===== config.mk =====
export PLATFORM = sky130hd
export DESIGN_NAME = conv_ctrl_regs
export DESIGN_NICKNAME = d
export VERILOG_FILES = /design/src/conv_ctrl_pkg.sv /design/src/conv_route_dec.sv /design/src/conv_ctrl_regs.sv
export SDC_FILE = /design/constraint.sdc
export NUM_CORES = 1
export LEC_CHECK = 0
export BUFFER_PORTS_ARGS = -buffer_cell sky130_fd_sc_hd__buf_4
export CAP_MARGIN = 20
export CORE_AREA = 2 2 143 145
export CTS_CLUSTER_SIZE = 40
export DETAILED_ROUTE_END_ITERATION = 16
export DIE_AREA = 0 0 145 147
export PLACE_DENSITY = 0.57
export SYNTH_ARGS = -nofsm -noshare
export SYNTH_HDL_FRONTEND = slang
export SYNTH_HIERARCHICAL = 1
export SYNTH_SLANG_ARGS = --single-unit

===== constraint.sdc =====
create_clock -name core_clk -period 3.75 [get_ports core_clk]
set_clock_uncertainty 0.1 [all_clocks]
set_input_delay 0.5625 -clock core_clk [delete_from_list [all_inputs] [get_ports core_clk]]
set_output_delay 0.5625 -clock core_clk [all_outputs]
set_load 0.05 [all_outputs]

===== src/conv_ctrl_pkg.sv =====
// package: register map, field layout and codes of the converter control block
package conv_ctrl_pkg;
  // byte addresses (printed offsets not all multiples of four: index times four)
  localparam logic [7:0] IDX_CTRL_STATUS = 8'h06;
  localparam logic [7:0] IDX_IN_REF_SEL = 8'h07;
  localparam logic [7:0] IDX_CTRL_B = 8'h08;
  localparam logic [7:0] IDX_RESULT = 8'h09;
  localparam logic [7:0] IDX_ROUTE = 8'h0a;
  localparam logic [11:0] ADDR_CTRL_STATUS = {2'h0, IDX_CTRL_STATUS, 2'h0};
  localparam logic [11:0] ADDR_IN_REF_SEL = {2'h0, IDX_IN_REF_SEL, 2'h0};
  localparam logic [11:0] ADDR_CTRL_B = {2'h0, IDX_CTRL_B, 2'h0};
  localparam logic [11:0] ADDR_RESULT = {2'h0, IDX_RESULT, 2'h0};
  localparam logic [11:0] ADDR_ROUTE = {2'h0, IDX_ROUTE, 2'h0};
  localparam logic [7:0] RST_CTRL_STATUS = 8'h00;
  localparam logic [7:0] RST_IN_REF_SEL = 8'h00;
  localparam logic [7:0] RST_CTRL_B = 8'h00;
  // control/status field positions
  localparam int B_EN = 7;
  localparam int B_START = 6;
  localparam int B_AUTO = 5;
  localparam int B_DONE = 4;
  localparam int B_IRQEN = 3;
  // input/reference select field positions
  localparam int B_REF_HI = 7;
  localparam int B_REF_LO = 6;
  localparam int B_LALIGN = 5;
  localparam int B_CHAN_HI = 4;
  // control b: bit3 chan_sel_high, bit4 ref_sel_high, bit5 gain_hi, 2:0 trigger_source_sel
  localparam int B_CB_CHAN = 3;
  localparam int B_CB_REF = 4;
  localparam int B_CB_GAIN = 5;
  // conversion lengths in converter clock cycles
  localparam logic [4:0] LONG_CYC = 5'h19;
  localparam logic [4:0] SHORT_CYC = 5'h0d;
  // reference codes
  typedef enum logic [2:0] {
    REF_SUPPLY, REF_EXT_PIN, REF_INT_1V1, REF_RESERVED, REF_INT_2V56, REF_INT_2V56_BYP
  } ref_src_e;
  // analog front-end steering
  typedef struct packed {
    logic diff;
    logic [3:0] pos_in;
    logic [3:0] neg_in;
    logic [5:0] gain_x;
    logic int_1v1;
    logic zero_v;
    logic temp_en;
  } route_s;
  localparam logic [5:0] CH_LAST_SE = 6'h0a;
  localparam logic [5:0] CH_1V1 = 6'h1e;
  localparam logic [5:0] CH_0V = 6'h1f;
  localparam logic [5:0] CH_TEMP = 6'h3f;
  localparam logic [3:0] TEMP_INPUT = 4'hb;
endpackage : conv_ctrl_pkg


===== src/conv_route_dec.sv =====
// module: channel code and reference pattern decoder
`timescale 1ns/10ps
`default_nettype none
module conv_route_dec (
  // codes
  input wire logic [5:0] chan_code,
  input wire logic [2:0] ref_code,
  input wire logic gain_hi,
  // decoded
  output conv_ctrl_pkg::route_s route,
  output conv_ctrl_pkg::ref_src_e ref_src
);
  import conv_ctrl_pkg::*;
  // fixed pairs per code 0x0b..0x1d: {pos[3:0], neg[3:0], gain20}
  logic [8:0] fixed_tab [0:18];
  assign fixed_tab = '{
    9'h003, 9'h002, 9'h023, 9'h043, 9'h042, 9'h046, 9'h067, 9'h087, 9'h086,
    9'h08b, 9'h08a, 9'h0ab, 9'h0cb, 9'h0ca, 9'h113, 9'h112, 9'h133, 9'h153, 9'h152};
  // dual gain pairs per code 0x20..0x3e: {pos[3:0], neg[3:0], lowgain}
  logic [8:0] dual_tab [0:30];
  assign dual_tab = '{
    9'h002, 9'h003, 9'h020, 9'h021, 9'h024, 9'h025, 9'h042, 9'h043,
    9'h040, 9'h041, 9'h004, 9'h005, 9'h08a, 9'h08b, 9'h0a8, 9'h0a9,
    9'h0ac, 9'h0ad, 9'h0ca, 9'h0cb, 9'h0c8, 9'h0c9, 9'h08c, 9'h08d,
    9'h000, 9'h001, 9'h022, 9'h044, 9'h088, 9'h0aa, 9'h0cc};
  wire [4:0] fix_idx = 5'(chan_code - 6'h0b);
  wire [4:0] dual_idx = chan_code[4:0];
  wire [8:0] fix_e = fixed_tab[(fix_idx > 5'd18) ? 5'd0 : fix_idx];
  wire [8:0] dual_e = (dual_idx == 5'h1f) ? 9'h0 : dual_tab[dual_idx];
  wire is_se = chan_code <= CH_LAST_SE;
  wire is_fixed = !chan_code[5] && !is_se && chan_code < CH_1V1;
  wire is_dual = chan_code[5] && chan_code != CH_TEMP;
  // pin codes need four bits each: pins 8..10 sit in the fixed pairs
  wire [3:0] dpos = dual_e[8:5];
  wire [3:0] dneg = dual_e[4:1];
  wire dual_lo = dual_e[0];
  always_comb begin
    route = '0;
    if (is_se) begin
      route.pos_in = chan_code[3:0];
    end else if (is_fixed) begin
      route.diff = 1'b1;
      route.pos_in = fix_e[8:5];
      route.neg_in = fix_e[4:1];
      route.gain_x = fix_e[0] ? 6'h14 : 6'h01;
    end else if (is_dual) begin
      route.diff = 1'b1;
      route.pos_in = dpos;
      route.neg_in = dneg;
      if (dual_lo) route.gain_x = gain_hi ? 6'h08 : 6'h01;
      else route.gain_x = gain_hi ? 6'h20 : 6'h14;
    end else if (chan_code == CH_1V1) begin
      route.int_1v1 = 1'b1;
    end else if (chan_code == CH_0V) begin
      route.zero_v = 1'b1;
    end else begin
      route.pos_in = TEMP_INPUT;
      route.temp_en = 1'b1;
    end
  end
  always_comb begin
    case (ref_code)
      3'b000, 3'b100: ref_src = REF_SUPPLY;
      3'b001, 3'b101: ref_src = REF_EXT_PIN;
      3'b010: ref_src = REF_INT_1V1;
      3'b110: ref_src = REF_INT_2V56;
      3'b111: ref_src = REF_INT_2V56_BYP;
      default: ref_src = REF_RESERVED;
    endcase
  end
endmodule // conv_route_dec
`default_nettype wire


===== src/conv_ctrl_regs.sv =====
// module: converter control and status registers with apb slave
//
// Notes on behaviour
// - three-bit reference code decodes to supply, pin, 1.1V, 2.56V, 2.56V bypassed.
// - reference changes during a conversion apply only after it completes.
// - conversion after a reference change lasts 25 converter clocks.
// - alignment bit shifts the presented result immediately, even mid-conversion.
// - codes 0..10 pick single inputs; 30 picks 1.1V, 31 picks 0V.
// - codes 11..29 pick fixed differential pairs with 1x or 20x gain.
// - codes 32..62 pick differential pairs with selectable dual gain.
// - some codes route one pin to both inputs for offset measurement.
// - code 63 picks channel 11 and enables the temperature sensor.
// - channel changes during a conversion apply only after it completes.
// - enable turns converter on; clearing it aborts a running conversion.
// - start write begins one conversion; free running needs only the first.
// - first conversion after enabling takes 25 clocks, later ones 13.
// - start reads one while busy; writing zero does nothing.
// - auto-trigger starts a conversion on each trigger rising edge that comes while no conversion is busy.
// - done flag sets when a conversion finishes and result updates.
// - done flag clears on vector acknowledge or writing one; zero ignored.
// - interrupt requests only with flag, enable and global enable set.
// - prescaler codes give 2,2,4,8,16,32,64,128 system clocks per converter clock.
//
// The APB register port was chosen for this implementation.
`timescale 1ns/10ps
`default_nettype none
module conv_ctrl_regs (
  // clock and reset
  input wire logic core_clk,
  input wire logic rst,
  // apb slave
  input wire logic psel,
  input wire logic penable,
  input wire logic pwrite,
  input wire logic [11:0] paddr,
  input wire logic [31:0] pwdata,
  output logic [31:0] prdata,
  output logic pready,
  output logic pslverr,
  // processor side
  input wire logic global_irq_en,
  input wire logic irq_ack,
  output logic irq_req,
  // trigger sources, from pins
  input wire logic [7:0] trig_src,
  // analog front end
  input wire logic [9:0] raw_result,
  output conv_ctrl_pkg::route_s route,
  output conv_ctrl_pkg::ref_src_e ref_src,
  output logic conv_on,
  output logic conv_clk_en,
  output logic sample_go
);
  import conv_ctrl_pkg::*;

  ////////////////////////////////////////////////////////////////////////////////
  // apb decode
  logic [7:0] ctrl_ff, insel_ff, ctlb_ff;
  logic [5:0] chan_act_ff;
  logic [2:0] ref_act_ff;
  logic [9:0] res_ff;
  logic busy_ff, long_ff, done_ff, irq_ff;
  logic [4:0] cyc_ff;
  logic [6:0] pre_ff;
  logic [7:0] t0_ff, t1_ff, t2_ff, t3_ff;
  logic [31:0] prdata_ff;
  logic pslverr_ff, pready_ff;
  logic clk_en_ff;
  route_s route_ff;
  ref_src_e ref_ff;
  route_s route_dec;
  ref_src_e ref_dec;

  wire acc = psel && penable && pready_ff;
  wire wr = acc && pwrite;
  wire hit_cs = paddr == ADDR_CTRL_STATUS;
  wire hit_is = paddr == ADDR_IN_REF_SEL;
  wire hit_cb = paddr == ADDR_CTRL_B;
  wire hit_rs = paddr == ADDR_RESULT;
  wire hit_rt = paddr == ADDR_ROUTE;
  wire hit_any = hit_cs || hit_is || hit_cb || hit_rs || hit_rt;
  wire wr_cs = wr && hit_cs;
  wire wr_is = wr && hit_is;
  wire wr_cb = wr && hit_cb;
  wire [7:0] wb = pwdata[7:0];

  ////////////////////////////////////////////////////////////////////////////////
  // converter clock prescaler
  wire [2:0] div_code = ctrl_ff[2:0];
  wire [6:0] div_max = (div_code <= 3'h1) ? 7'h01 : 7'((8'h01 << div_code) - 8'h01);
  wire tick = pre_ff >= div_max;
  wire [6:0] nxt_pre = (!ctrl_ff[B_EN] || tick) ? 7'h00 : 7'(pre_ff + 7'h01);

  ////////////////////////////////////////////////////////////////////////////////
  // trigger edge (pins: four flops, edge once second and third agree)
  wire [2:0] trig_sel = ctlb_ff[2:0];
  // rise counts once second and third agree high while the fourth is still low
  wire trig_rise = t1_ff[trig_sel] && t2_ff[trig_sel] && !t3_ff[trig_sel];
  wire en_now = wr_cs ? wb[B_EN] : ctrl_ff[B_EN];
  wire first_en = wr_cs && wb[B_EN] && !ctrl_ff[B_EN];
  wire sw_start = wr_cs && wb[B_START] && wb[B_EN];
  wire auto_start = ctrl_ff[B_AUTO] && trig_rise && ctrl_ff[B_EN];
  wire start_req = (sw_start || auto_start) && !busy_ff;
  wire finish = busy_ff && tick && cyc_ff == 5'h01;
  wire abort = !en_now;
  wire free_run = ctrl_ff[B_AUTO] && trig_sel == 3'h0;
  wire [2:0] ref_new = {ctlb_ff[B_CB_REF], insel_ff[B_REF_HI:B_REF_LO]};
  wire [5:0] chan_new = {ctlb_ff[B_CB_CHAN], insel_ff[4:0]};
  wire ref_changed = ref_new != ref_act_ff;

  ////////////////////////////////////////////////////////////////////////////////
  // conversion engine
  logic nxt_busy, nxt_long, nxt_done;
  logic [4:0] nxt_cyc;
  logic [9:0] nxt_res;
  always_comb begin
    nxt_busy = busy_ff;
    nxt_long = long_ff;
    nxt_cyc = cyc_ff;
    nxt_res = res_ff;
    if (first_en) nxt_long = 1'b1;
    if ((!busy_ff || finish) && ref_changed) nxt_long = 1'b1;
    if (abort) begin
      nxt_busy = 1'b0;
      nxt_cyc = 5'h00;
    end else if (finish) begin
      nxt_res = raw_result;
      nxt_busy = free_run;
      nxt_cyc = nxt_long ? LONG_CYC : SHORT_CYC;
      if (free_run) nxt_long = 1'b0;
    end else if (start_req) begin
      nxt_busy = 1'b1;
      nxt_cyc = (nxt_long || first_en || ref_changed) ? LONG_CYC : SHORT_CYC;
      nxt_long = 1'b0;
    end else if (busy_ff && tick) begin
      nxt_cyc = 5'(cyc_ff - 5'h01);
    end
    nxt_done = done_ff;
    if (irq_ack || (wr_cs && wb[B_DONE])) nxt_done = 1'b0;
    if (finish && !abort) nxt_done = 1'b1;
  end

  always_ff @(posedge core_clk) begin
    if (rst) begin
      busy_ff <= 1'b0;
      long_ff <= 1'b0;
      cyc_ff <= 5'h00;
      res_ff <= 10'h000;
      done_ff <= 1'b0;
      pre_ff <= 7'h00;
    end else begin
      busy_ff <= nxt_busy;
      long_ff <= nxt_long;
      cyc_ff <= nxt_cyc;
      res_ff <= nxt_res;
      done_ff <= nxt_done;
      pre_ff <= nxt_pre;
    end
  end

  ////////////////////////////////////////////////////////////////////////////////
  // software registers and held selections
  always_ff @(posedge core_clk) begin
    if (rst) begin
      ctrl_ff <= RST_CTRL_STATUS;
      insel_ff <= RST_IN_REF_SEL;
      ctlb_ff <= RST_CTRL_B;
      chan_act_ff <= 6'h00;
      ref_act_ff <= 3'h0;
      t0_ff <= 8'h00;
      t1_ff <= 8'h00;
      t2_ff <= 8'h00;
      t3_ff <= 8'h00;
    end else begin
      if (wr_cs) ctrl_ff <= {wb[7], 1'b0, wb[5], 1'b0, wb[3:0]};
      if (wr_is) insel_ff <= wb;
      if (wr_cb) ctlb_ff <= wb;
      if (!busy_ff || finish) begin
        chan_act_ff <= chan_new;
        ref_act_ff <= ref_new;
      end
      t0_ff <= trig_src;
      t1_ff <= t0_ff;
      t2_ff <= t1_ff;
      t3_ff <= t2_ff;
    end
  end

  conv_route_dec u_dec (
    .chan_code(chan_act_ff),
    .ref_code(ref_act_ff),
    .gain_hi(ctlb_ff[B_CB_GAIN]),
    .route(route_dec),
    .ref_src(ref_dec)
  );

  ////////////////////////////////////////////////////////////////////////////////
  // read mux; result alignment applies at read time
  wire [15:0] res_view = insel_ff[B_LALIGN] ? {res_ff, 6'h00} : {6'h00, res_ff};
  wire [7:0] cs_view = {ctrl_ff[7], busy_ff, ctrl_ff[5], done_ff, ctrl_ff[3:0]};
  wire [31:0] rd_mux = hit_cs ? {24'h0, cs_view} :
                       hit_is ? {24'h0, insel_ff} :
                       hit_cb ? {24'h0, ctlb_ff} :
                       hit_rs ? {16'h0, res_view} :
                       hit_rt ? {14'h0, route_dec} : 32'h0;
  wire irq_next = nxt_done && ctrl_ff[B_IRQEN] && global_irq_en;

  always_ff @(posedge core_clk) begin
    if (rst) begin
      prdata_ff <= 32'h0;
      pslverr_ff <= 1'b0;
      pready_ff <= 1'b0;
      irq_ff <= 1'b0;
      clk_en_ff <= 1'b0;
      route_ff <= '0;
      ref_ff <= REF_SUPPLY;
    end else begin
      pready_ff <= psel && !penable;
      if (psel && !penable) begin
        prdata_ff <= pwrite ? 32'h0 : rd_mux;
        pslverr_ff <= !hit_any;
      end
      irq_ff <= irq_next;
      clk_en_ff <= tick && ctrl_ff[B_EN];
      route_ff <= route_dec;
      ref_ff <= ref_dec;
    end
  end

  logic sample_ff, on_ff;
  always_ff @(posedge core_clk) begin
    if (rst) begin
      sample_ff <= 1'b0;
      on_ff <= 1'b0;
    end else begin
      // free running restarts at finish without busy ever dropping
      sample_ff <= (nxt_busy && !busy_ff) || (finish && free_run && !abort);
      on_ff <= en_now;
    end
  end

  assign prdata = prdata_ff;
  assign pready = pready_ff;
  assign pslverr = pslverr_ff;
  assign irq_req = irq_ff;
  assign route = route_ff;
  assign ref_src = ref_ff;
  assign conv_on = on_ff;
  assign conv_clk_en = clk_en_ff;
  assign sample_go = sample_ff;

  ////////////////////////////////////////////////////////////////////////////////
  // checks
  AST_ABORT: assert property (@(posedge core_clk) disable iff (rst)
    (wr_cs && !wb[B_EN]) |=> !busy_ff) else $error("abort did not stop conversion");
  AST_DONE_SET: assert property (@(posedge core_clk) disable iff (rst)
    (finish && !abort) |=> done_ff) else $error("done flag not set");
  AST_DONE_HOLD: assert property (@(posedge core_clk) disable iff (rst)
    (done_ff && !irq_ack && !(wr_cs && wb[B_DONE])) |=> done_ff)
    else $error("done flag lost");
  AST_IRQ: assert property (@(posedge core_clk) disable iff (rst)
    irq_req |-> $past(done_ff || finish) && $past(global_irq_en))
    else $error("irq without cause");
  AST_LONG_FIRST: assert property (@(posedge core_clk) disable iff (rst)
    (first_en && sw_start) |=> cyc_ff == LONG_CYC) else $error("first conversion not long");
  AST_CHAN_HOLD: assert property (@(posedge core_clk) disable iff (rst)
    (busy_ff && !finish) |=> $stable(chan_act_ff)) else $error("channel changed mid-run");
  AST_REF_HOLD: assert property (@(posedge core_clk) disable iff (rst)
    (busy_ff && !finish) |=> $stable(ref_act_ff)) else $error("reference changed mid-run");
  AST_START_RD: assert property (@(posedge core_clk) disable iff (rst)
    (psel && !penable && !pwrite && hit_cs) |=> prdata[B_START] == $past(busy_ff))
    else $error("start bit read wrong");
  AST_DIV: assert property (@(posedge core_clk) disable iff (rst)
    (ctrl_ff[B_EN] && div_code == 3'h2 && tick) |-> ##1 !tick ##1 !tick ##1 !tick)
    else $error("prescaler period wrong");
  COV_FINISH: cover property (@(posedge core_clk) finish);
  COV_AUTO: cover property (@(posedge core_clk) auto_start);
  COV_ABORT: cover property (@(posedge core_clk) busy_ff && abort);
endmodule // conv_ctrl_regs
`default_nettype wire


==> results of run 1 <==
==> worst max path at each step <==
stage | slack [ns] | from | to
6_report | 0.62 | chan_act_ff[0] | prdata[5]
4_1_cts | 0.65 | chan_act_ff[0] | prdata[5]
3_3_place_gp | 0.68 | chan_act_ff[0] | prdata[5]
2_1_floorplan | 0.98 | chan_act_ff[0] | prdata[3]
3_5_place_dp | 0.67 | chan_act_ff[0] | prdata[5]
5_1_grt | 0.27 | chan_act_ff[0] | prdata[5]
==> registers in the layout (all words and copies together) (netlist names), 3 cells and up <==
register / flops
pre_ff: 7
t1_ff: 8
cyc_ff: 5
res_ff: 10
ctlb_ff: 8
prdata: 18
chan_act_ff: 6
t2_ff: 8
route: 18
ref_src: 3
t0_ff: 8
ctrl_ff: 6
t3_ff: 8
insel_ff: 8
ref_act_ff: 3
==> stage by stage <==
step,utilization [%],total power [mW],std cells
global placement,38.24,1.617,1091
finish,41.19,3.243,1123
global route,41.19,3.363,1123
CTS,41.19,3.288,1123
floorplan,-,1.568,782
detailed placement,38.24,1.618,1091
==> power groups by stage <==
stage	combinational, mW	clock (mW)	sequential [mW]
floorplan	0.101	0	1.47
global route	0.168	1.76	1.43
CTS	0.156	1.70	1.43
detailed placement	0.156	0	1.46
finish	0.155	1.66	1.43
global placement	0.155	0	1.46
==> cell usage after synthesis (4+ instances only) <==
master | n | share of area (%)
a211oi_1 | 4 | 0.44
a21oi_1 | 46 | 3.4
a221o_1 | 7 | 1.0
a221oi_1 | 4 | 0.51
a22o_1 | 4 | 0.51
a22oi_1 | 6 | 0.66
a31oi_1 | 8 | 0.74
and2_1 | 5 | 0.46
and3_1 | 4 | 0.37
buf_2 | 10 | 0.74
buf_4 | 20 | 2.2
buf_6 | 4 | 0.66
clkbuf_1 | 26 | 1.4
dfxtp_1 | 133 | 39
ha_1 | 19 | 3.5
inv_1 | 25 | 1.4
mux2i_1 | 47 | 6.9
nand2_1 | 52 | 2.9
nand2b_1 | 11 | 1.0
nand3_1 | 9 | 0.66
nand3b_1 | 5 | 0.55
nand4_1 | 8 | 0.74
nand4b_1 | 4 | 0.51
nor2_1 | 86 | 4.7
nor2b_1 | 57 | 5.2
nor3_1 | 13 | 0.96
nor3b_1 | 11 | 1.2
nor4_1 | 4 | 0.37
nor4b_1 | 5 | 0.64
o211ai_1 | 5 | 0.55
o21ai_0 | 24 | 1.8
o22ai_1 | 6 | 0.55
or3_1 | 6 | 0.55
xnor2_1 | 7 | 0.90
xor2_1 | 4 | 0.51
==> cells by family (layout without fill, tap and decap cells) <==
logic type	after synthesis	in the layout	synth area share [%]
AND/OR/NAND/NOR	302	302	24.32
XOR/XNOR	12	12	1.820
other	3	16	0.1654
flip-flops	133	133	39.11
AO/OA/AOI/OAI	159	159	16.25
multiplexers	50	50	7.627
adder cells (fa/ha/maj)	20	20	3.639
buffers and inverters	90	161	7.076
==> metal layers <==
| metal | vias to the layer above | GRT usage, % |
|---|---|---|
| li1 | 2839 | - |
| met1 | 2721 | 22.96 |
| met2 | 170 | 25.76 |
| met3 | 28 | 3.758 |
| met4 | 0 | 6.535 |
| met5 | - | 0 |
==> area by class of cell <==
cell class	count	area, µm²	area share (%)
multi-input combinational	559	3717	45.48
sequential	133	2663	32.58
timing repair buffer	103	773.2	9.461
clock buffer	17	425.4	5.205
tap	270	337.8	4.133
clock inverter	15	158.9	1.944
inverter	26	97.59	1.194
==> results.md, run 1 <==
* Outcome: finished clean
* Crit path max-delay family: compound AO/OA/AOI/OAI gates
* Port Buffers at 89
* DRC viols at 0
* Worst Hold Launch: trig_src[3]
* Vias in the first global route at 5,320
* Drt first-iter violations at 454
* Most frequent CP cell: a21oi_1
* Worst flop-to-flop path endpoint: prdata[5]
* IO Pins at 128
* Site Rows at 52
* Die Footprint at 21,320 µm²
* CTS HTree Levels at 4
* Warnings from Yosys at 6
* Layout cells sized above 1 at 19.34%
* Layout fillers at 2,003
* Hold depth at 2
* Setup TNS Final at 0 ns
* Sw Ratio at 25.33%
* WP depth at 12
* Die W at 145 µm
* CTS sink count at 133
* Minimum clock period at 3.131 ns
* Slowest cell on the critical path: dfxtp_1
* Count of distinct cell types in the synthesized netlist at 87
* Cell Chain, Critical Path: ha_1 -> nor2b_1 -> a221oi_1 -> o221ai_1 -> o2bb2ai_1 -> o21ai_1 -> inv_1 -> a21oi_1 -> a21oi_1 -> o21ai_0 -> o211ai_1 -> a21oi_1
* Setup Fix Bufs, Post-CTS at 0
* CTS root buffer: clkbuf_16
* Power per cell area at 396.8 nW/µm²
* Antenna Nets Post-Route at 0
* Sequential Power Share at 44.1%
* Routed met2 length at 8035 µm
* Congestion Overflow GR at 0
* Setup slack, reg-to-reg at 0.62 ns
* CTS buffer count at 17
* Yosys reg bits at 133
* Reg2reg path depth at 12
* Normalized max-slew margin at 39.61%
* Antenna fix cells at 0
* Initial antenna violation count at 0
* Post-detailed-route wirelength per cell at 15.75 µm
* Post-route cell area at 8173 µm²
* Worst EP required at 4.00 ns
* Commonest non-fill, non-tap cell in the layout: dfxtp_1
* WL met3 at 940 µm
* Register area share after synthesis at 39.11%
* EDFF count, synth at 0
* Crit path capture type: flop
* Commonest non-fill, non-tap cells in the layout: dfxtp_1, buf_4, nor2_1
* Cell Int Power at 2.422 mW
* DR vias at 5,758
* First drt pass iteration count at 5
* Detailed Place HPWL at 12,690 µm
* Ys flop type: dfxtp_1
* Fmax at 319.4 MHz
* Final setup fails at 0
* Clock transition at path regs at 0.07 ns
* PostCTS Resize Cnt at 0
* Fin nets at 928
* Worst Path Max Fanout at 14
* Area Overhead vs Synth at 20.05%
* Hold Path Class: in -> reg
* Worst reg2reg startpoint: chan_act_ff[0]
* Syn avg cell area at 8.853 µm²
* Switching power at 821.6 µW
* Critical path data arrival time at 3.38 ns
* Routed wire length at 17,690 µm
* GPL Wtd Cong at 0.8514
* Leakage at 3.309 nW
* Clock share of power at 51.1%
* RSZ-0062 raised after global routing: no
* Slowest stage delay, CP at 0.55 ns
* Comb pwr share at 4.8%
* Fin. max-slew vios at 0
* Worst slew pin tran at 0.9039 ns
* DRT met1 WL at 8330 µm
* Global-route wire length before repair at 28,500 µm
* Worst hold slack at 0.2420 ns
* Gr usage total at 16.77%
* Worst VDD drop at 0.0001939 V
* Starting density of the core at 34.31%
* Crit start category: flop
* Critical path class: reg -> reg
* CTS tree: yes
* FFs w/ async S/R, synth at 0%
* Largest net degree at the start of global routing at 63
* Setup WS post-layout at 0.6193 ns
* Max layer used: met4
* Clk_lat worst skew at 0.43 ns
* Placeable core area at 19,840 µm²
* WHS Endpoint: t0_ff[3]
* Via/cell ratio at 5.127
* Hold Violations, Final at 0
* Cell area after synthesis at 6808 µm²
* Final period util at 83.48%
* Placed cell area at 7589 µm²
* Clk buf depth at 2
* Max-cap viol count at 0
* Pre-CTS setup slack at 0.6728 ns
* Post-Synthesis Cells at 769
* WP buf/inv at 1
* Chip Height at 147 µm
* CTS Hold Bufs at 0
(Power assumes the default switching activity.)
==> inputs of run 2 (changes only) <==
--- a/config.mk
+++ b/config.mk
@@ -11,7 +11,7 @@
 export CTS_CLUSTER_SIZE = 40
 export DETAILED_ROUTE_END_ITERATION = 16
 export DIE_AREA = 0 0 145 147
-export PLACE_DENSITY = 0.57
+export PLACE_DENSITY = 0.59
 export SYNTH_ARGS = -nofsm -noshare
 export SYNTH_HDL_FRONTEND = slang
 export SYNTH_HIERARCHICAL = 1
==> constraint.sdc (replaced) <==
create_clock -name core_clk -period 2.75 [get_ports core_clk]
set_clock_uncertainty 0.1 [all_clocks]
set_input_delay 0.4125 -clock core_clk [delete_from_list [all_inputs] [get_ports core_clk]]
set_output_delay 0.4125 -clock core_clk [all_outputs]
set_load 0.05 [all_outputs]
==> run 2 against run 1 <==
Compared with the run above:
- maximum frequency rose by 19%
- count of clock-buffer cells in the layout did not move
- first-iteration DRC count fell by 16%
- non-clock buffer count rose by 29
- global-route usage rose by 0.37 points
- via count barely moved
- die area did not move
- critical path depth fell by 1
- hold slack got worse by 0.15 ns
- power rose by 36%
- combinational power rose by 45%
- sequential power rose by 36%
- highest routed layer unchanged
==> results.md, run 2 (synthesized netlist as in run 1, its figures left out) <==
* Worst EP required at 2.96 ns
* Outcome: finished clean
* Setup TNS Final at 0 ns
* Fin. max-slew vios at 0
* Max layer used: met4
* RSZ-0062 raised after global routing: yes
* Cell Count, Final, Fillers Out at 1,152
* CTS Hold Bufs at 0
* Clk_lat worst skew at 0.43 ns
* DRT met1 WL at 8590 µm
* Hold Violations, Final at 0
* Layout fillers at 1,972
* CTS HTree Levels at 4
* Post-detailed-route wirelength per cell at 15.65 µm
* Placed cell area at 7824 µm²
* Antenna Nets Post-Route at 0
* Chip Height at 147 µm
* Hold Path Class: in -> reg
* Total chip power at 4.396 mW
* Comb pwr share at 5.1%
* Via/cell ratio at 4.994
* Power per cell area at 517.6 nW/µm²
* Pre-CTS setup slack at -0.01131 ns
* WL met3 at 762 µm
* GPL Wtd Cong at 0.8586
* Setup WS post-layout at 0.1206 ns
* Detailed Place HPWL at 13,180 µm
* Critical path class: reg -> reg
* CTS sink count at 133
* Fin nets at 957
* Clock share of power at 50.5%
* Routed wire length at 18,030 µm
* Footprint of the multi-input gates at 3794 µm²
* Initial antenna violation count at 0
* Crit path capture type: flop
* Area Overhead vs Synth at 24.74%
* Antenna fix cells at 0
* Hold depth at 2
* Clock transition at path regs at 0.07 ns
* Worst hold slack at 0.08912 ns
* Die Footprint at 21,320 µm²
* DR vias at 5,753
* Layout cells sized above 1 at 23.58%
* Sequential Power Share at 44.4%
* DRC viols at 0
* IO Pins at 128
* CTS buffer count at 17
* Final setup fails at 0
* Drt first-iter violations at 380
* Switching power at 1.159 mW
* Final period util at 95.62%
* Cell total after placement at 1,119
* Critical path data arrival time at 2.84 ns
* Gr usage total at 17.13%
* Fmax at 380.3 MHz
* Global-route wire length before repair at 29,150 µm
* Site Rows at 52
* Post-route cell area at 8492 µm²
* Worst VDD drop at 0.0002391 V
* Worst slew pin tran at 0.6594 ns
* Reg2reg path depth at 11
* Worst Path Max Fanout at 8
* Placeable core area at 19,840 µm²
* Congestion Overflow GR at 0
* First drt pass iteration count at 5
* Leakage at 3.469 nW
* Cell Int Power at 3.237 mW
* Normalized max-slew margin at 55.64%
* Final core occ at 42.79%
* Commonest non-fill, non-tap cells in the layout: buf_4, dfxtp_1, nor2_1
* Sw Ratio at 26.37%
* Crit start category: flop
* Register area at 2669 µm²
* Port Buffers at 89
* Vias in the first global route at 5,471
* Routed met2 length at 8155 µm
* CTS root buffer: clkbuf_16
* Die W at 145 µm
* CTS tree: yes
* Starting density of the core at 34.31%
* Clk buf depth at 2
* Commonest non-fill, non-tap cell in the layout: buf_4
* Max-cap viol count at 0
* Largest net degree at the start of global routing at 75
* Minimum clock period at 2.629 ns
run 2: final cells by class:
type	count	area share [%]
flip-flops and latches	133	31.43
clock buffers	17	5.010
well taps	270	3.978
clock inverters	15	1.798
repair buffers	132	11.96
inverters	26	1.149
multi-input cells	559	44.67
run 2: metal layers:
metal  GRT usage, %  vias up
li1               -     2894
met1          23.47     2679
met2          25.76      148
met3          4.006       32
met4          7.574        0
met5              0        -
run 2: worst paths after layout:
check / from / end / slack (ns)
worst min register to register: t0_ff[6] / t1_ff[6] / 0.33
worst max-delay path: chan_act_ff[2] / prdata[15] / 0.12
worst min-delay path: trig_src[5] / t0_ff[5] / 0.09
worst max register to register: chan_act_ff[2] / prdata[15] / 0.12
run 2: worst max-delay path, cell delays in order, from the launching register on:
cell,delay [ns]
dfxtp_1,0.33
inv_1,0.05
ha_2,0.19
buf_4,0.17
and2_4,0.20
a221oi_1,0.31
o21ai_1,0.10
a32oi_1,0.26
o31a_1,0.20
o221ai_1,0.17
nor3b_1,0.18
a221o_1,0.26
run 2: repair_timing:
item,4_1_cts,5_1_grt
setup endpoints to repair,1,27
buffers inserted,0,1
pin swaps,0,4
resized for setup,1,18
run 2: power by group through the flow:
stage / logic [mW] / registers [mW] / clock network (mW)
2_1_floorplan: 0.138 / 2.00 / 0
3_3_place_gp: 0.221 / 1.99 / 0
3_5_place_dp: 0.222 / 1.99 / 0
4_1_cts: 0.223 / 1.95 / 2.26
5_1_grt: 0.242 / 1.95 / 2.35
6_report: 0.224 / 1.95 / 2.22
==> inputs of run 3 (changes only) <==
--- a/config.mk
+++ b/config.mk
@@ -7,12 +7,11 @@
 export LEC_CHECK = 0
 export BUFFER_PORTS_ARGS = -buffer_cell sky130_fd_sc_hd__buf_4
 export CAP_MARGIN = 20
-export CORE_AREA = 2 2 143 145
+export CORE_AREA = 2 2 140 142
 export CTS_CLUSTER_SIZE = 40
 export DETAILED_ROUTE_END_ITERATION = 16
-export DIE_AREA = 0 0 145 147
+export DIE_AREA = 0 0 142 144
 export PLACE_DENSITY = 0.59
 export SYNTH_ARGS = -nofsm -noshare
 export SYNTH_HDL_FRONTEND = slang
-export SYNTH_HIERARCHICAL = 1
 export SYNTH_SLANG_ARGS = --single-unit
==> run 3 against run 2 <==
Compared with the run above:
- wire length increased by 1.8%
- setup slack gained 0.055 ns
- clock power about the same
- global-route usage grew 1.0 points
- first-iteration DRC count rose by 27%
- sequential power about the same
- hold slack gained 0.021 ns
- count of clock-buffer cells in the layout increased by 7
- flip-flop and latch count down 2
- critical path type unchanged
- register-to-register slack improved by 0.05 ns
- critical path depth down 1
==> results.md, run 3 <==
* Outcome: finished clean
* Via/cell ratio at 5.148
* Ys flop type: dfxtp_1
* Ranking of synthesized cells by area: dfxtp_1, mux2i_1, nor2_1
* CTS sink count at 131
* IO Pins at 128
* First drt pass iteration count at 7
* CTS HTree Levels at 4
* Gr usage total at 18.17%
* Count of distinct cell types in the synthesized netlist at 76
* Clk_lat worst skew at 0.41 ns
* Worst Path Max Fanout at 7
* Worst VDD drop at 0.0004556 V
* EDFF count, synth at 0
* Fin. max-slew vios at 0
* Layout fillers at 1,940
* Reg2reg path depth at 10
* Detailed Place HPWL at 13,930 µm
* CTS root buffer: clkbuf_16
* Clk buf depth at 2
* Commonest non-fill, non-tap cells in the layout: buf_4, dfxtp_1, nor2_1
* Max-cap viol count at 0
* Die W at 142 µm
* XOR/XNOR share of the synthesized area at 1.339%
* Max reg flops at 18
* CTS buffer count at 17
* Most common cell in the netlist: dfxtp_1
* Crit path to: prdata[5]
* FFs w/ async S/R, synth at 0%
* Largest net degree at the start of global routing at 46
* Final setup fails at 0
* Crit path launch: chan_act_ff[1]
* Post-Synthesis Cells at 772
* Slowest stage delay, CP at 0.37 ns
* Setup slack, reg-to-reg at 0.18 ns
* Pre-CTS setup slack at 0.06108 ns
* Post-synth top cells: dfxtp_1, nor2_1, nand2_1
* Cell Chain, Critical Path: buf_4 -> inv_1 -> ha_2 -> inv_1 -> or3_1 -> nand4_1 -> a21boi_0 -> nand3b_1 -> a31o_1 -> a221oi_1
* Hold Path Class: in -> reg
* Worst slew pin tran at 0.6159 ns
* Fmax at 388.4 MHz
* Antenna Nets Post-Route at 0
* Normalized max-slew margin at 58.50%
* Commonest non-fill, non-tap cell in the layout: buf_4
* Simple-Gate Fraction of Synth Area at 25.82%
* Register area share after synthesis at 40.09%
* Yosys reg bits at 131
* Slowest cell on the critical path: or3_1
* Synth top area share at 40.09%
* Drt first-iter violations at 482
* Clock transition at path regs at 0.05 ns
* Site Rows at 51
* Compound-Gate Fraction of Synth Area at 17.23%
* WP depth at 10
* Leakage at 3.133 nW
* Starting density of the core at 34.28%
* Port Buffers at 88
* Setup TNS Final at 0 ns
* Mux contribution to synthesized area at 5.566%
* Chip Height at 144 µm
* Crit path capture type: flop
* Worst reg2reg startpoint: chan_act_ff[1]
* Warnings from Yosys at 0
* Global-route wire length before repair at 28,690 µm
* Worst flop-to-flop path endpoint: prdata[5]
* Crit path max-delay family: simple AND/OR/NAND/NOR gates
* Routed wire length at 18,340 µm
* Post-detailed-route wirelength per cell at 16.10 µm
* Congestion Overflow GR at 0
* DR vias at 5,864
* Setup WS post-layout at 0.1754 ns
* Worst Hold Launch: trig_src[2]
* Vias in the first global route at 5,525
* Die Footprint at 20,450 µm²
* Crit start category: flop
* Power per cell area at 526.2 nW/µm²
* Largest family of logic cells by synthesized area: simple AND/OR/NAND/NOR gates
* Adder-Cell Fraction of Synth Area at 3.634%
* Hold Violations, Final at 0
* WP buf/inv at 3
* Final period util at 93.62%
* Syn avg cell area at 8.473 µm²
* Fin nets at 976
* CTS tree: yes
* Most frequent CP cell: inv_1
* Layout cells sized above 1 at 21.53%
* Initial antenna violation count at 0
* Critical path class: reg -> reg
* GPL Wtd Cong at 0.9258
* Post-synth top area cell: dfxtp_1
* Placeable core area at 19,080 µm²
* Final core occ at 43.35%
* Worst EP required at 2.97 ns
* Antenna fix cells at 0
* DRC viols at 0
* Minimum clock period at 2.575 ns
* Cell area after synthesis at 6541 µm²
* Critical path data arrival time at 2.79 ns
* Area Overhead vs Synth at 26.43%
[run 3: what timing repair did]
item	in CTS	in global routing
setup buffers	0	0
hold buffers	0	0
endpoints found under the setup margin	0	9
resized for setup	0	6
[run 3: metal layers]
metal | wire length [µm] | vias to the layer above | global-route usage, %
met3 | 702 | 27 | 2.947
met4 | 359 | 0 | 6.579
met2 | 8731 | 130 | 29.88
met5 | 0 | - | 0
li1 | - | 2937 | -
met1 | 8549 | 2770 | 24.17
[run 3: layout make-up]
type                    count  area, µm²  share of cell area, %
clock buffers              24      491.7                  5.946
clock inverters             8      100.1                  1.210
inverters                  25      93.84                  1.135
multi-input cells         570       3578                  43.27
flip-flops and latches    131       2623                  31.71
well taps                 238      297.8                  3.601
repair buffers            143       1086                  13.13
[run 3: per-stage QoR]
| stage | instance area (µm²) | hold slack [ns] | instances | total power, mW |
|---|---|---|---|---|
| after global routing | 8270 | 0.1021 | 1139 | 4.491 |
| after floorplan | 6594 | 0.3138 | 786 | 2.092 |
| after global placement | 7666 | 0.3169 | 1107 | 2.162 |
| final | 8270 | 0.1100 | 1139 | 4.352 |
| after detailed placement | 7666 | 0.3218 | 1107 | 2.163 |
| after CTS | 8258 | 0.09625 | 1139 | 4.402 |
[run 3: logic make-up (layout without fill, tap and decap cells)]
logic type / after synthesis / in the layout
other: 2 / 16
adder cells (fa/ha/maj): 19 / 19
flip-flops: 131 / 131
AO/OA/AOI/OAI: 176 / 176
AND/OR/NAND/NOR: 314 / 314
multiplexers: 35 / 35
XOR/XNOR: 10 / 10
buffers and inverters: 85 / 200
[run 3: how the worst min path moves through the flow]
stage	to	slack (ns)	cells past startpoint
3_5_place_dp	t1_ff[2]	0.32	1
6_report	t0_ff[2]	0.11	2
4_1_cts	t0_ff[2]	0.1	2
3_3_place_gp	t1_ff[4]	0.32	1
2_1_floorplan	t1_ff[0]	0.31	1
5_1_grt	t0_ff[6]	0.10	2
[run 3: report_power, final]
part	leakage (nW)	switching, mW	internal, mW	total [mW]
registers	1.06	0.00514	1.92	1.92
logic	1.78	0.130	0.0704	0.200
clock network	0.290	0.801	1.43	2.23
total	3.13	0.936	3.42	4.35
